## config.mk

```make
export PLATFORM = sky130hd
export DESIGN_NAME = oodt_timers
export DESIGN_NICKNAME = d
export VERILOG_FILES = /design/src/include/oodt_pkg.sv /design/src/verilog/oodt_tick.sv /design/src/verilog/oodt_timers.sv
export SDC_FILE = /design/constraint.sdc
export NUM_CORES = 1
export LEC_CHECK = 0
export ABC_AREA = 1
export BUFFER_PORTS_ARGS = -buffer_cell sky130_fd_sc_hd__buf_2
export CORE_MARGIN = 2
export CORE_UTILIZATION = 59
export CTS_CLUSTER_DIAMETER = 50
export DETAILED_ROUTE_END_ITERATION = 10
export GPL_ROUTABILITY_DRIVEN = 0
export PLACE_DENSITY_LB_ADDON = 0.15
export SYNTH_ARGS = -nofsm -noshare
export SYNTH_HDL_FRONTEND = slang
export SYNTH_HIERARCHICAL = 1
export SYNTH_SLANG_ARGS = --single-unit
```

## constraint.sdc

```tcl
create_clock -name clk -period 7.3 [get_ports clk]
set_input_delay 0.365 -clock clk [delete_from_list [all_inputs] [get_ports clk]]
set_output_delay 0.365 -clock clk [all_outputs]
set_load 0.1 [all_outputs]
```

## src/include/oodt_pkg.sv

```systemverilog
// Shared constants and types for the on-delay / off-delay timer pair
package oodt_pkg;

	// Timebase selection for a delay value
	typedef enum logic [1:0] {
		TB_SEC,
		TB_MIN,
		TB_HOUR
	} oodt_tb_t;

	// Clock and base tick (10 ns clock, 10 ms base tick)
	localparam int unsigned CLK_PERIOD_NS = 32'h0000_000A;
	localparam int unsigned TICK_BASE_NS = 32'h0098_9680;
	localparam int unsigned TICK_BASE_CYC = TICK_BASE_NS / CLK_PERIOD_NS;
	// 100 base ticks per second, 60 seconds per minute
	localparam int unsigned BASE_PER_SEC = 32'h0000_0064;
	localparam int unsigned SEC_PER_MIN = 32'h0000_003C;

	// Elapsed count, in units of the selected resolution
	localparam int ELAPSED_W = 14;
	localparam logic [ELAPSED_W-1:0] ELAPSED_RST = 14'h0000;
	localparam logic [ELAPSED_W-1:0] ELAPSED_ONE = 14'h0001;
	localparam logic Q_RST = 1'b0;

	// Constant delay fields hh:ll; 99:99 seconds, 99:59 minutes or hours
	localparam int CONST_W = 7;
	localparam int unsigned CONST_HI_MAX = 32'h0000_0063;
	localparam int unsigned CONST_LO_MAX_SEC = 32'h0000_0063;
	localparam int unsigned CONST_LO_MAX_MIN = 32'h0000_003B;
	localparam int unsigned SCALE_SEC = 32'h0000_0064;
	localparam int unsigned SCALE_MIN = 32'h0000_003C;

	// Referenced value limits: 99990 ms, 5999 s, 5999 min
	localparam int unsigned REF_MS_MAX = 32'h0001_8696;
	localparam int unsigned REF_MS_PER_UNIT = 32'h0000_000A;
	localparam int unsigned REF_S_MAX = 32'h0000_176F;
	localparam int unsigned REF_M_MAX = 32'h0000_176F;

	// Largest delay in resolution units per timebase
	localparam logic [ELAPSED_W-1:0] DLY_MAX_SEC = 14'h270F;
	localparam logic [ELAPSED_W-1:0] DLY_MAX_MIN = 14'h176F;

	// Bank of other blocks' actual values, chosen by block number
	localparam int NUM_REF = 8;
	localparam int REF_W = 32;
	localparam int REF_SEL_W = 3;

endpackage : oodt_pkg

```

## src/verilog/oodt_tick.sv

```systemverilog
// Enable divider: one-cycle tick every DIV input enables
`timescale 1ns/1ps
module oodt_tick #(
	parameter int unsigned DIV = 2
) (
	// Clock and reset
	input wire logic clk,
	input wire logic rst,
	// Input rate
	input wire logic en,
	// Output rate
	output logic tick
);
	localparam int CW = (DIV > 1) ? $clog2(DIV) : 1;
	localparam logic [CW-1:0] CNT_LAST = CW'(DIV - 1);
	localparam logic [CW-1:0] CNT_ZERO = '0;
	localparam logic [CW-1:0] CNT_ONE = CW'(1);

	logic [CW-1:0] cnt_reg;
	logic [CW-1:0] cnt_next;
	logic tick_next;

	wire wrap = en && (cnt_reg == CNT_LAST);
	assign cnt_next = !en ? cnt_reg : (wrap ? CNT_ZERO : cnt_reg + CNT_ONE);
	assign tick_next = wrap;

	always_ff @(posedge clk or posedge rst) begin
		if (rst) begin
			cnt_reg <= CNT_ZERO;
			tick <= 1'b0;
		end else begin
			cnt_reg <= cnt_next;
			tick <= tick_next;
		end
	end

endmodule : oodt_tick

```

## src/verilog/oodt_timers.sv

```systemverilog
// On-delay and off-delay timer pair with selectable delay source
`timescale 1ns/1ps
module oodt_timers #(
	parameter int unsigned TICK_BASE_CYC = oodt_pkg::TICK_BASE_CYC
) (
	// Clock and reset
	input wire logic clk,
	input wire logic rst,
	// Actual values of other blocks, block 0 in the low word
	input wire logic [oodt_pkg::NUM_REF*oodt_pkg::REF_W-1:0] ref_values,
	// Saved state offered at power return
	input wire logic restore_valid,
	input wire logic on_restore_q,
	input wire logic [oodt_pkg::ELAPSED_W-1:0] on_restore_elapsed,
	input wire logic off_restore_q,
	input wire logic [oodt_pkg::ELAPSED_W-1:0] off_restore_elapsed,
	// On-delay timer
	input wire logic on_trg,
	input wire logic on_retentive,
	input wire logic on_src_ref,
	input wire oodt_pkg::oodt_tb_t on_tb,
	input wire logic [oodt_pkg::CONST_W-1:0] on_const_hi,
	input wire logic [oodt_pkg::CONST_W-1:0] on_const_lo,
	input wire logic [oodt_pkg::REF_SEL_W-1:0] on_ref_sel,
	output logic on_q,
	output logic [oodt_pkg::ELAPSED_W-1:0] on_elapsed_count,
	// Off-delay timer
	input wire logic off_trg,
	input wire logic off_clr,
	input wire logic off_retentive,
	input wire logic off_src_ref,
	input wire oodt_pkg::oodt_tb_t off_tb,
	input wire logic [oodt_pkg::CONST_W-1:0] off_const_hi,
	input wire logic [oodt_pkg::CONST_W-1:0] off_const_lo,
	input wire logic [oodt_pkg::REF_SEL_W-1:0] off_ref_sel,
	output logic off_q,
	output logic [oodt_pkg::ELAPSED_W-1:0] off_elapsed_count
);
	localparam int EW = oodt_pkg::ELAPSED_W;
	localparam int RW = oodt_pkg::REF_W;

	// Delay in resolution units, clamped to the timebase range
	function automatic logic [EW-1:0] calc_delay(
		input logic src_ref,
		input oodt_pkg::oodt_tb_t tb,
		input logic [oodt_pkg::CONST_W-1:0] hi,
		input logic [oodt_pkg::CONST_W-1:0] lo,
		input logic signed [RW-1:0] rv
	);
		logic [31:0] h;
		logic [31:0] l;
		logic [31:0] lmax;
		logic [31:0] v;
		h = 32'(hi);
		l = 32'(lo);
		lmax = (tb == oodt_pkg::TB_SEC) ? oodt_pkg::CONST_LO_MAX_SEC :
			oodt_pkg::CONST_LO_MAX_MIN;
		v = '0;
		if (!src_ref) begin
			h = (h > oodt_pkg::CONST_HI_MAX) ? oodt_pkg::CONST_HI_MAX : h;
			l = (l > lmax) ? lmax : l;
			if (tb == oodt_pkg::TB_SEC) begin
				v = h * oodt_pkg::SCALE_SEC + l;
			end else begin
				v = h * oodt_pkg::SCALE_MIN + l;
			end
		end else if (rv < 32'sh0000_0000) begin
			v = '0;
		end else begin
			v = 32'(rv);
			case (tb)
				oodt_pkg::TB_SEC: begin
					if (v > oodt_pkg::REF_MS_MAX) begin
						v = oodt_pkg::REF_MS_MAX;
					end
					v = v / oodt_pkg::REF_MS_PER_UNIT;
				end
				oodt_pkg::TB_MIN: begin
					v = (v > oodt_pkg::REF_S_MAX) ? oodt_pkg::REF_S_MAX : v;
				end
				default: begin
					v = (v > oodt_pkg::REF_M_MAX) ? oodt_pkg::REF_M_MAX : v;
				end
			endcase
		end
		return EW'(v);
	endfunction : calc_delay

	// Timebase ticks: 10 ms, 1 s, 1 min
	logic tick_base;
	logic tick_sec;
	logic tick_min;

	oodt_tick #(.DIV(TICK_BASE_CYC)) u_tick_base (
		.clk(clk),
		.rst(rst),
		.en(1'b1),
		.tick(tick_base)
	);

	oodt_tick #(.DIV(oodt_pkg::BASE_PER_SEC)) u_tick_sec (
		.clk(clk),
		.rst(rst),
		.en(tick_base),
		.tick(tick_sec)
	);

	oodt_tick #(.DIV(oodt_pkg::SEC_PER_MIN)) u_tick_min (
		.clk(clk),
		.rst(rst),
		.en(tick_sec),
		.tick(tick_min)
	);

	// State
	logic start_reg;
	logic on_trg_prev_reg;
	logic off_trg_prev_reg;
	logic [EW-1:0] on_elapsed_next;
	logic [EW-1:0] off_elapsed_next;
	logic on_q_next;
	logic off_q_next;

	// Delay source selection
	wire logic signed [RW-1:0] on_ref_val = ref_values[on_ref_sel*RW +: RW];
	wire logic signed [RW-1:0] off_ref_val = ref_values[off_ref_sel*RW +: RW];
	wire logic [EW-1:0] on_delay = calc_delay(on_src_ref, on_tb,
		on_const_hi, on_const_lo, on_ref_val);
	wire logic [EW-1:0] off_delay = calc_delay(off_src_ref, off_tb,
		off_const_hi, off_const_lo, off_ref_val);

	// Resolution tick per timer
	wire logic on_tick = (on_tb == oodt_pkg::TB_SEC) ? tick_base :
		(on_tb == oodt_pkg::TB_MIN) ? tick_sec : tick_min;
	wire logic off_tick = (off_tb == oodt_pkg::TB_SEC) ? tick_base :
		(off_tb == oodt_pkg::TB_MIN) ? tick_sec : tick_min;

	// Edges and expiry, compared every cycle
	wire logic on_rise = on_trg && !on_trg_prev_reg;
	wire logic off_fall = !off_trg && off_trg_prev_reg;
	wire logic on_done = on_elapsed_count >= on_delay;
	wire logic off_done = off_elapsed_count >= off_delay;
	wire logic on_restore = restore_valid && on_retentive;
	wire logic off_restore = restore_valid && off_retentive;

	// On-delay next state
	always_comb begin
		on_q_next = on_q;
		on_elapsed_next = on_elapsed_count;
		if (start_reg) begin
			// First cycle after power return
			on_q_next = on_restore ? on_restore_q : oodt_pkg::Q_RST;
			on_elapsed_next = on_restore ? on_restore_elapsed :
				oodt_pkg::ELAPSED_RST;
		end else if (!on_trg) begin
			on_q_next = 1'b0;
			on_elapsed_next = oodt_pkg::ELAPSED_RST;
		end else if (on_rise) begin
			on_q_next = 1'b0;
			on_elapsed_next = oodt_pkg::ELAPSED_RST;
		end else if (on_done) begin
			// Count saturates so the output holds while the trigger stays high
			on_q_next = 1'b1;
		end else if (on_tick) begin
			on_elapsed_next = on_elapsed_count + oodt_pkg::ELAPSED_ONE;
		end
	end

	// Off-delay next state; clear outranks the trigger
	always_comb begin
		off_q_next = off_q;
		off_elapsed_next = off_elapsed_count;
		if (start_reg) begin
			off_q_next = off_restore ? off_restore_q : oodt_pkg::Q_RST;
			off_elapsed_next = off_restore ? off_restore_elapsed :
				oodt_pkg::ELAPSED_RST;
		end else if (off_clr) begin
			off_q_next = 1'b0;
			off_elapsed_next = oodt_pkg::ELAPSED_RST;
		end else if (off_trg) begin
			off_q_next = 1'b1;
			off_elapsed_next = oodt_pkg::ELAPSED_RST;
		end else if (off_fall) begin
			off_elapsed_next = oodt_pkg::ELAPSED_RST;
		end else if (off_q) begin
			if (off_done) begin
				off_q_next = 1'b0;
			end else if (off_tick) begin
				off_elapsed_next = off_elapsed_count + oodt_pkg::ELAPSED_ONE;
			end
		end
	end

	// Restore happens in a clocked cycle after release, never in reset
	always_ff @(posedge clk or posedge rst) begin
		if (rst) begin
			start_reg <= 1'b1;
			on_trg_prev_reg <= 1'b0;
			off_trg_prev_reg <= 1'b0;
		end else begin
			start_reg <= 1'b0;
			on_trg_prev_reg <= on_trg;
			off_trg_prev_reg <= off_trg;
		end
	end

	always_ff @(posedge clk or posedge rst) begin
		if (rst) begin
			on_q <= oodt_pkg::Q_RST;
			on_elapsed_count <= oodt_pkg::ELAPSED_RST;
			off_q <= oodt_pkg::Q_RST;
			off_elapsed_count <= oodt_pkg::ELAPSED_RST;
		end else begin
			on_q <= on_q_next;
			on_elapsed_count <= on_elapsed_next;
			off_q <= off_q_next;
			off_elapsed_count <= off_elapsed_next;
		end
	end
endmodule : oodt_timers

```

==> results of run 1 <==
## repair_timing
action,in CTS
endpoints found under the setup margin,30
hold buffers,0
cloned,27
resized for setup,339
buffers inserted,125
hold endpoints to repair,0
pin swaps,124
## stage by stage
stage / util [%] / std cells / area (um2) / hold WS, ns / setup TNS (ns)
3_5_place_dp: 76.9 / 4386 / 23700 / 0.384 / -62.51
2_1_floorplan: - / 3323 / 18900 / 0.168 / -27.34
4_1_cts: 87.0 / 4554 / 26800 / 0.00542 / -38.44
3_3_place_gp: 76.9 / 4386 / 23700 / 0.389 / -49.17
## metal layers
layer	track usage, %	GRT overflow
met3	82.2	21
met5	53.8	3
met1	88.1	26
met4	107	373
met2	112	901
## cell families after synthesis
family | after synthesis | share of synthesized area [%]
flops | 69 | 9.30
xor+xnor | 50 | 2.40
fa+ha+maj | 155 | 11.6
simple gates | 1811 | 43.0
other cells | 2 | 0.0404
compound gates | 574 | 17.8
buf+inv | 662 | 15.9
==> flow_summary_export.csv, run 1 <==
group,metric,value,unit
yosys,synth_area_leaders,"nand2_1 19%, inv_1 10%, dfrtp_1 9.2%",
run_status,outcome,"aborted with a tool error",
yosys,syn_nets,3812,
run_status,lastStage,"5_1_grt",
sta,worstEndpointType,"register data pin",
sta,worst_endpoint,"on_elapsed_count[13]$_DFFE_PP0P_/D",
yosys,async_reset_ff_share,100,%
yosys,avgSynthCellArea,5.59,um2
floorplan,die_h,181,um
placed_design,dp_slack,-2.24,ns
yosys,synth_flop_cell,"dfrtp_1",
run_status,toolErrorMsg,"[ERROR GRT-0232] Routing congestion too high. Check the congestion heatmap in the GUI.",
yosys,synth_top_area_cell,"nand2_1",
placed_design,port_buffers,363,
cts,h-tree-depth,3,
yosys,netlist_instances,3323,
yosys,synth_area,0.0186,mm2
cts,numCtsBuffers,9,
floorplan,num_io_pins,364,
placed_design,hpwlAfterDp,58500,um
cts,cts_buffer_depth,2,
yosys,synth_cell_type_count,66,
floorplan,die_w,181,um
yosys,synth_edf_count,0,
yosys,ys_top_cells_by_count,"953 x nand2_1, 494 x inv_1, 338 x nand3_1",
yosys,yosysMostFrequentCell,"nand2_1",
yosys,ys_seq_area_share,9.30,%
yosys,synth_top_area_share,19.3,%
grt,grt_max_degree,35,
floorplan,initial_core_util,60.3,%
floorplan,rows,64,
cts,cts-root-buf,"clkbuf_16",
grt,grt.overflow.total,1324,
yosys,synth-seq-cells,69,
grt,grt_use_total,95.2,%
yosys,ys_warn_count,6,
cts,cts_num_sinks,69,
==> run 2: changes to the inputs <==
Settings changed: CORE_UTILIZATION 59 to 40, CTS_CLUSTER_DIAMETER 50 to default.
==> flow_summary_export.csv, run 2 <==
group,metric,value,unit
run_status,outcome,"finished, violations left",
run_status,violations,"negative setup slack",
flow_run,maxCapViolations,0,
grt,grt_pass1_wl,116000,um
yosys,synth-seq-cells,69,
worst_setup_path,r2r-start,"off_elapsed_count[0]$_DFFE_PP0P_",
pwr,p_per_area,97.8,mW/mm2
sta,fin_crit_sh,124,%
sta,final.setup.worst_slack,-1.77,ns
yosys,netlist_instances,3323,
cts,clk_latency,0.36,ns
floorplan,die_h,220,um
finish,area.sequential,0.00173,mm2
worst_setup_path,worstRegToRegCells,14,
route,via_per_inst,5.27,
placed_design,port_buffers,363,
yosys,synth_flop_cell,"dfrtp_1",
route,ant_nets,0,
yosys,ys_seq_area_share,9.30,%
route,dr.pass1.iters,8,
sta,holdWs,0.0318,ns
cts,cts_buffer_depth,2,
sta,drv_slew,0,
worst_setup_path,end_kind,"register",
yosys,synth_edf_count,0,
cts,numCtsBuffers,9,
yosys,synth_area_leaders,"nand2_1 19%, inv_1 10%, dfrtp_1 9.2%",
pwr,p_int,0.00141,W
finish,design_area,0.0272,mm2
floorplan,rows,78,
sta,fmax,110,MHz
grt,antenna_found_initial,11,
worst_setup_path,r2r_slack,4.61,ns
placed_design,placedInstanceArea,0.0241,mm2
worst_setup_path,max_stage_delay,0.35,ns
yosys,avgSynthCellArea,5.59,um2
worst_setup_path,crit_end,"off_elapsed_count[12]$_DFFE_PP0P_",
placed_design,hpwlAfterDp,60300,um
sta,finalCriticalPeriod,9.07,ns
sta,hold_viol_final,0,
finish,n_fill_cell,4483,
grt,grt_use_total,30.1,%
cts,clk_pin_slew,0.06,ns
pwr,seq_power_share,16.9,%
cts,h-tree-depth,3,
floorplan,initial_core_util,40.8,%
cts,cts_tree,"built",
yosys,ys_top_cells_by_count,"953 x nand2_1, 494 x inv_1, 338 x nand3_1",
finish,area_growth,46.4,%
cts,cts_num_sinks,69,
pwr,ir_drop,0.000139,V
worst_setup_path,crit_arrival,9.32,ns
floorplan,num_io_pins,364,
pwr,comb_power_share,64.8,%
pwr,p_leak,14.8,nW
yosys,synth_cell_type_count,66,
finish,drive_gt1_share,34.4,%
sta,slew_headroom,26.9,%
worst_setup_path,worstReg2RegEnd,"off_elapsed_count[12]$_DFFE_PP0P_",
finish,fin_nets,4589,
grt,grt_max_degree,37,
grt,grt.overflow.total,0,
min_path,worstHoldPathType,"primary input to asynchronous set/reset pin",
route,wl,77500,um
worst_setup_path,startpoint,"off_ref_sel[0]",
sta,skew,0.00756,ns
route,drtIter0Drc,2092,
yosys,ys_warn_count,6,
finish,multi_input_area,0.0156,mm2
finish,largest_reg_flops,20,
worst_setup_path,critPathKind,"primary input to register",
yosys,async_reset_ff_share,100,%
grt,grt_pass1_vias,22300,
yosys,synth_top_area_share,19.3,%
sta,worstMarginPinSlew,1.07,ns
worst_setup_path,critical-path-slowest-cell,"ha_1",
yosys,syn_nets,3812,
yosys,synth_top_area_cell,"nand2_1",
sta,final.setup.tns,-44.81,ns
floorplan,die_area,0.0482,mm2
finish,layout_common_cells,"800 x nand2_1, 479 x inv_1, 454 x buf_4, 359 x buf_2, 275 x nand3_1",
sta,rsz0062_at_grt,"yes",
yosys,synth_area,0.0186,mm2
route,routedWlPerCell,16.4,um
pwr,p_switching,0.00125,W
floorplan,die_w,220,um
cts,cts-root-buf,"clkbuf_16",
sta,finalSetupViolations,30,
pwr,p_clk_share,18.3,%
route,remaining_drc_errors,0,
yosys,yosysMostFrequentCell,"nand2_1",
worst_setup_path,critical_path_required,7.55,ns
worst_setup_path,crit_top_cell,"nand2_2",
floorplan,core,0.0456,mm2
pwr,swShare,47.0,%
route,vias,24800,
worst_setup_path,crit_fanout,8,
placed_design,dp_slack,-2.23,ns
worst_setup_path,worstSetupStartpointType,"primary input",
finish,final_common_cell,"nand2_1",
## run 2: cell counts after synthesis
No cell type changed its count.
## run 2: cell type report
| type | instances | share of cell area (%) |
|---|---|---|
| multi-input cells | 2592 | 57.5 |
| clock inverters | 7 | 0.363 |
| clock buffers | 9 | 0.828 |
| well taps | 600 | 2.76 |
| repair buffers | 892 | 24.5 |
| diodes | 10 | 0.0920 |
| inverters | 536 | 7.59 |
| flip-flops and latches | 69 | 6.35 |
## run 2: worst min path at each step
stage / from / endpoint / cells after the start
6_report: rst / u_tick_min/tick$_DFF_PP0_ / 2
3_5_place_dp: rst / u_tick_min/tick$_DFF_PP0_ / 2
2_1_floorplan: rst / u_tick_min/cnt_reg[0]$_DFFE_PP0P_ / 1
3_3_place_gp: rst / u_tick_min/tick$_DFF_PP0_ / 2
4_1_cts: rst / u_tick_min/tick$_DFF_PP0_ / 2
5_1_grt: rst / u_tick_min/tick$_DFF_PP0_ / 2
## run 2: critical path: cells and delay by family
family / cells / cell delay (ns)
adders and majority gates: 2 / 0.57
AOI/OAI and AO/OA: 10 / 1.69
buffers and inverters: 16 / 1.73
xor gates and xnor gates: 1 / 0.19
and+or+nand+nor: 55 / 4.74
## run 2: kinds of logic after synthesis
| group | Yosys count | synth area share, % |
|---|---|---|
| simple gates | 1811 | 43.0 |
| compound gates | 574 | 17.8 |
| flops | 69 | 9.30 |
| fa+ha+maj | 155 | 11.6 |
| xor+xnor | 50 | 2.40 |
| other cells | 2 | 0.0404 |
| buf+inv | 662 | 15.9 |
## run 2: per-stage QoR
stage               utilization (%)  cells  total power, W
finish                         59.7   4715         0.00266
global placement               53.0   4605         0.00201
detailed placement             53.0   4605         0.00202
global route                   59.7   4715         0.00288
floorplan                         -   3323         0.00147
CTS                            55.1   4645         0.00256
## run 2: repair_timing
action | CTS | global route
gates resized for setup | 76 | 405
cloned | 7 | 11
setup buffers | 17 | 54
hold buffers | 0 | 0
pin swaps | 18 | 210
setup endpoints to repair | 30 | 30
## run 2: power by group through the flow
stage          clock, W  sequential (W)  combinational, W
6_report       0.000488        0.000449           0.00172
5_1_grt        0.000514        0.000454           0.00192
4_1_cts        0.000501        0.000447           0.00162
3_5_place_dp          0        0.000454           0.00157
3_3_place_gp          0        0.000453           0.00156
2_1_floorplan         0        0.000501          0.000970
## run 2: routing by layer
| metal | wire (um) | track usage, % | up-vias | part of all wire, % |
|---|---|---|---|---|
| met5 | 16 | 0 | - | 0.021 |
| met1 | 33900 | 41.0 | 11400 | 44 |
| met4 | 1940 | 6.64 | 2 | 2.5 |
| met3 | 5710 | 3.60 | 145 | 7.4 |
| met2 | 35900 | 50.9 | 953 | 46 |
| li1 | - | - | 12300 | - |
(Power assumes the default switching activity.)
==> run 3: changes to the inputs <==
Settings changed: BUFFER_PORTS_ARGS -buffer_cell sky130_fd_sc_hd__buf_2 to default, DONT_BUFFER_PORTS from default to 1.
Clock period 7.3 ns to 10.9 ns, I/O delays scaled along.
==> flow_summary_export.csv, run 3 (same netlist as run 2, synthesis figures left out) <==
group,metric,value,unit
finish,final_common_cell,"nand2_1",
worst_setup_path,critical_path_required,11.16,ns
grt,antenna_found_initial,2,
floorplan,die_w,220,um
route,remaining_drc_errors,0,
placed_design,hpwlAfterDp,54100,um
sta,fin_crit_sh,91.0,%
min_path,worstHoldPathType,"primary input to asynchronous set/reset pin",
worst_setup_path,worstSetupStartpointType,"primary input",
grt,grt_pass1_vias,19600,
sta,final.setup.worst_slack,0.985,ns
floorplan,die_h,220,um
pwr,ir_drop,0.0000573,V
sta,finalCriticalPeriod,9.91,ns
sta,skew,0.00797,ns
finish,design_area,0.0192,mm2
finish,n_fill_cell,4966,
worst_setup_path,crit_fanout,38,
grt,grt.overflow.total,0,
pwr,power.total,0.00148,W
route,routedWlPerCell,17.3,um
grt,grt_pass1_wl,105000,um
floorplan,num_io_pins,364,
floorplan,initial_core_util,40.8,%
route,via_per_inst,5.50,
run_status,outcome,"finished clean",
cts,cts_buffer_depth,2,
route,dr.pass1.iters,6,
finish,diodes,0,
placed_design,placedInstanceArea,0.0186,mm2
worst_setup_path,crit_arrival,10.18,ns
finish,largest_reg_flops,20,
floorplan,rows,78,
worst_setup_path,critPathKind,"primary input to register",
route,drtIter0Drc,1840,
sta,finalSetupViolations,0,
route,dr_wl_met2,30300,um
finish,area_growth,3.21,%
worst_setup_path,end_kind,"register",
finish,drive_gt1_share,7.63,%
cts,clk_pin_slew,0.06,ns
sta,rsz0062_at_grt,"yes",
pwr,p_per_area,77.3,mW/mm2
finish,fin_nets,3733,
sta,holdWs,0.0302,ns
cts,cts_num_sinks,69,
route,ant_nets,0,
route,wl,66700,um
route,met1_length,29100,um
flow_run,maxCapViolations,0,
finish,layout_common_cells,"949 x nand2_1, 493 x inv_1, 338 x nand3_1, 293 x nor2_1, 155 x o21ai_0",
worst_setup_path,max_stage_delay,0.32,ns
route,highest_layer,"met5",
cts,clk_latency,0.35,ns
worst_setup_path,crit_top_cell,"nand2_2",
sta,slew_headroom,22.2,%
cts,numCtsBuffers,9,
sta,fmax,101,MHz
placed_design,dp_slack,-0.103,ns
cts,cts-root-buf,"clkbuf_16",
pwr,p_leak,10.3,nW
floorplan,core,0.0456,mm2
sta,hold_viol_final,0,
placed_design,port_buffers,0,
sta,worstMarginPinSlew,1.17,ns
finish,postLayoutCoreUtil,42.1,%
cts,cts_tree,"built",
route,dr_wl_met3,5280,um
grt,grt_max_degree,209,
cts,h-tree-depth,3,
floorplan,die_area,0.0482,mm2
sta,drv_slew,0,
route,vias,21200,
worst_setup_path,critical-path-slowest-cell,"inv_1",
grt,grt_use_total,27.0,%
==> run 3: layout make-up <==
class | instances | area [um2] | share of cell area (%)
clock buffers | 11 | 253 | 1.32
multi-input cells | 2593 | 14000 | 72.9
well taps | 600 | 751 | 3.91
clock inverters | 5 | 106 | 0.555
flip-flops and latches | 69 | 1730 | 9.01
inverters | 536 | 2040 | 10.6
repair buffers | 35 | 320 | 1.67
==> run 3: per-layer routing <==
layer,vias to the layer above,global-route usage (%)
li1,10600,-
met1,9712,35.3
met2,745,45.5
met3,120,4.75
met4,2,7.45
met5,-,0
==> run 3: power by group <==
| part | internal (W) | switching (W) | leakage, nW | total [W] |
|---|---|---|---|---|
| combinational | 0.000293 | 0.000494 | 9.23 | 0.000788 |
| clock | 0.000236 | 0.000119 | 0.172 | 0.000356 |
| sequential | 0.000273 | 0.0000657 | 0.896 | 0.000339 |
==> run 3: worst paths after layout <==
path	startpoint	end	slack, ns	cells after the start
setup / recovery	off_ref_sel[2]	off_elapsed_count[0]$_DFFE_PP0P_	0.99	80
hold / removal	rst	u_tick_min/tick$_DFF_PP0_	0.03	1
setup reg to reg	off_elapsed_count[0]$_DFFE_PP0P_	off_elapsed_count[0]$_DFFE_PP0P_	7.35	14
max in group asynchronous	rst	on_q$_DFFE_PP0P_	9.97	2
hold reg to reg	u_tick_base/cnt_reg[4]$_DFFE_PP0P_	u_tick_base/cnt_reg[4]$_DFFE_PP0P_	0.50	1
min in group clk	off_trg	off_trg_prev_reg$_DFF_PP0_	0.22	0
==> run 3: metrics by stage <==
stage / std cells / setup TNS, ns
floorplan: 3323 / 0
global placement: 3826 / 0
detailed placement: 3826 / -0.154
CTS: 3842 / 0
global route: 3849 / -0.237
finish: 3849 / 0
==> run 3: what timing repair did <==
action / 4_1_cts / 5_1_grt
hold buffers: 0 / 0
endpoints found under the setup margin: 0 / 29
setup buffers: 0 / 5
gates resized for setup: 0 / 29
==> run 3: worst max-delay path: cells and delay by family <==
kind,cells,cell delay [ns]
and+or+nand+nor,60,6.28
adders and majority gates,2,0.48
AOI/OAI and AO/OA,10,1.67
buffers and inverters,7,1.01
xor gates and xnor gates,1,0.17
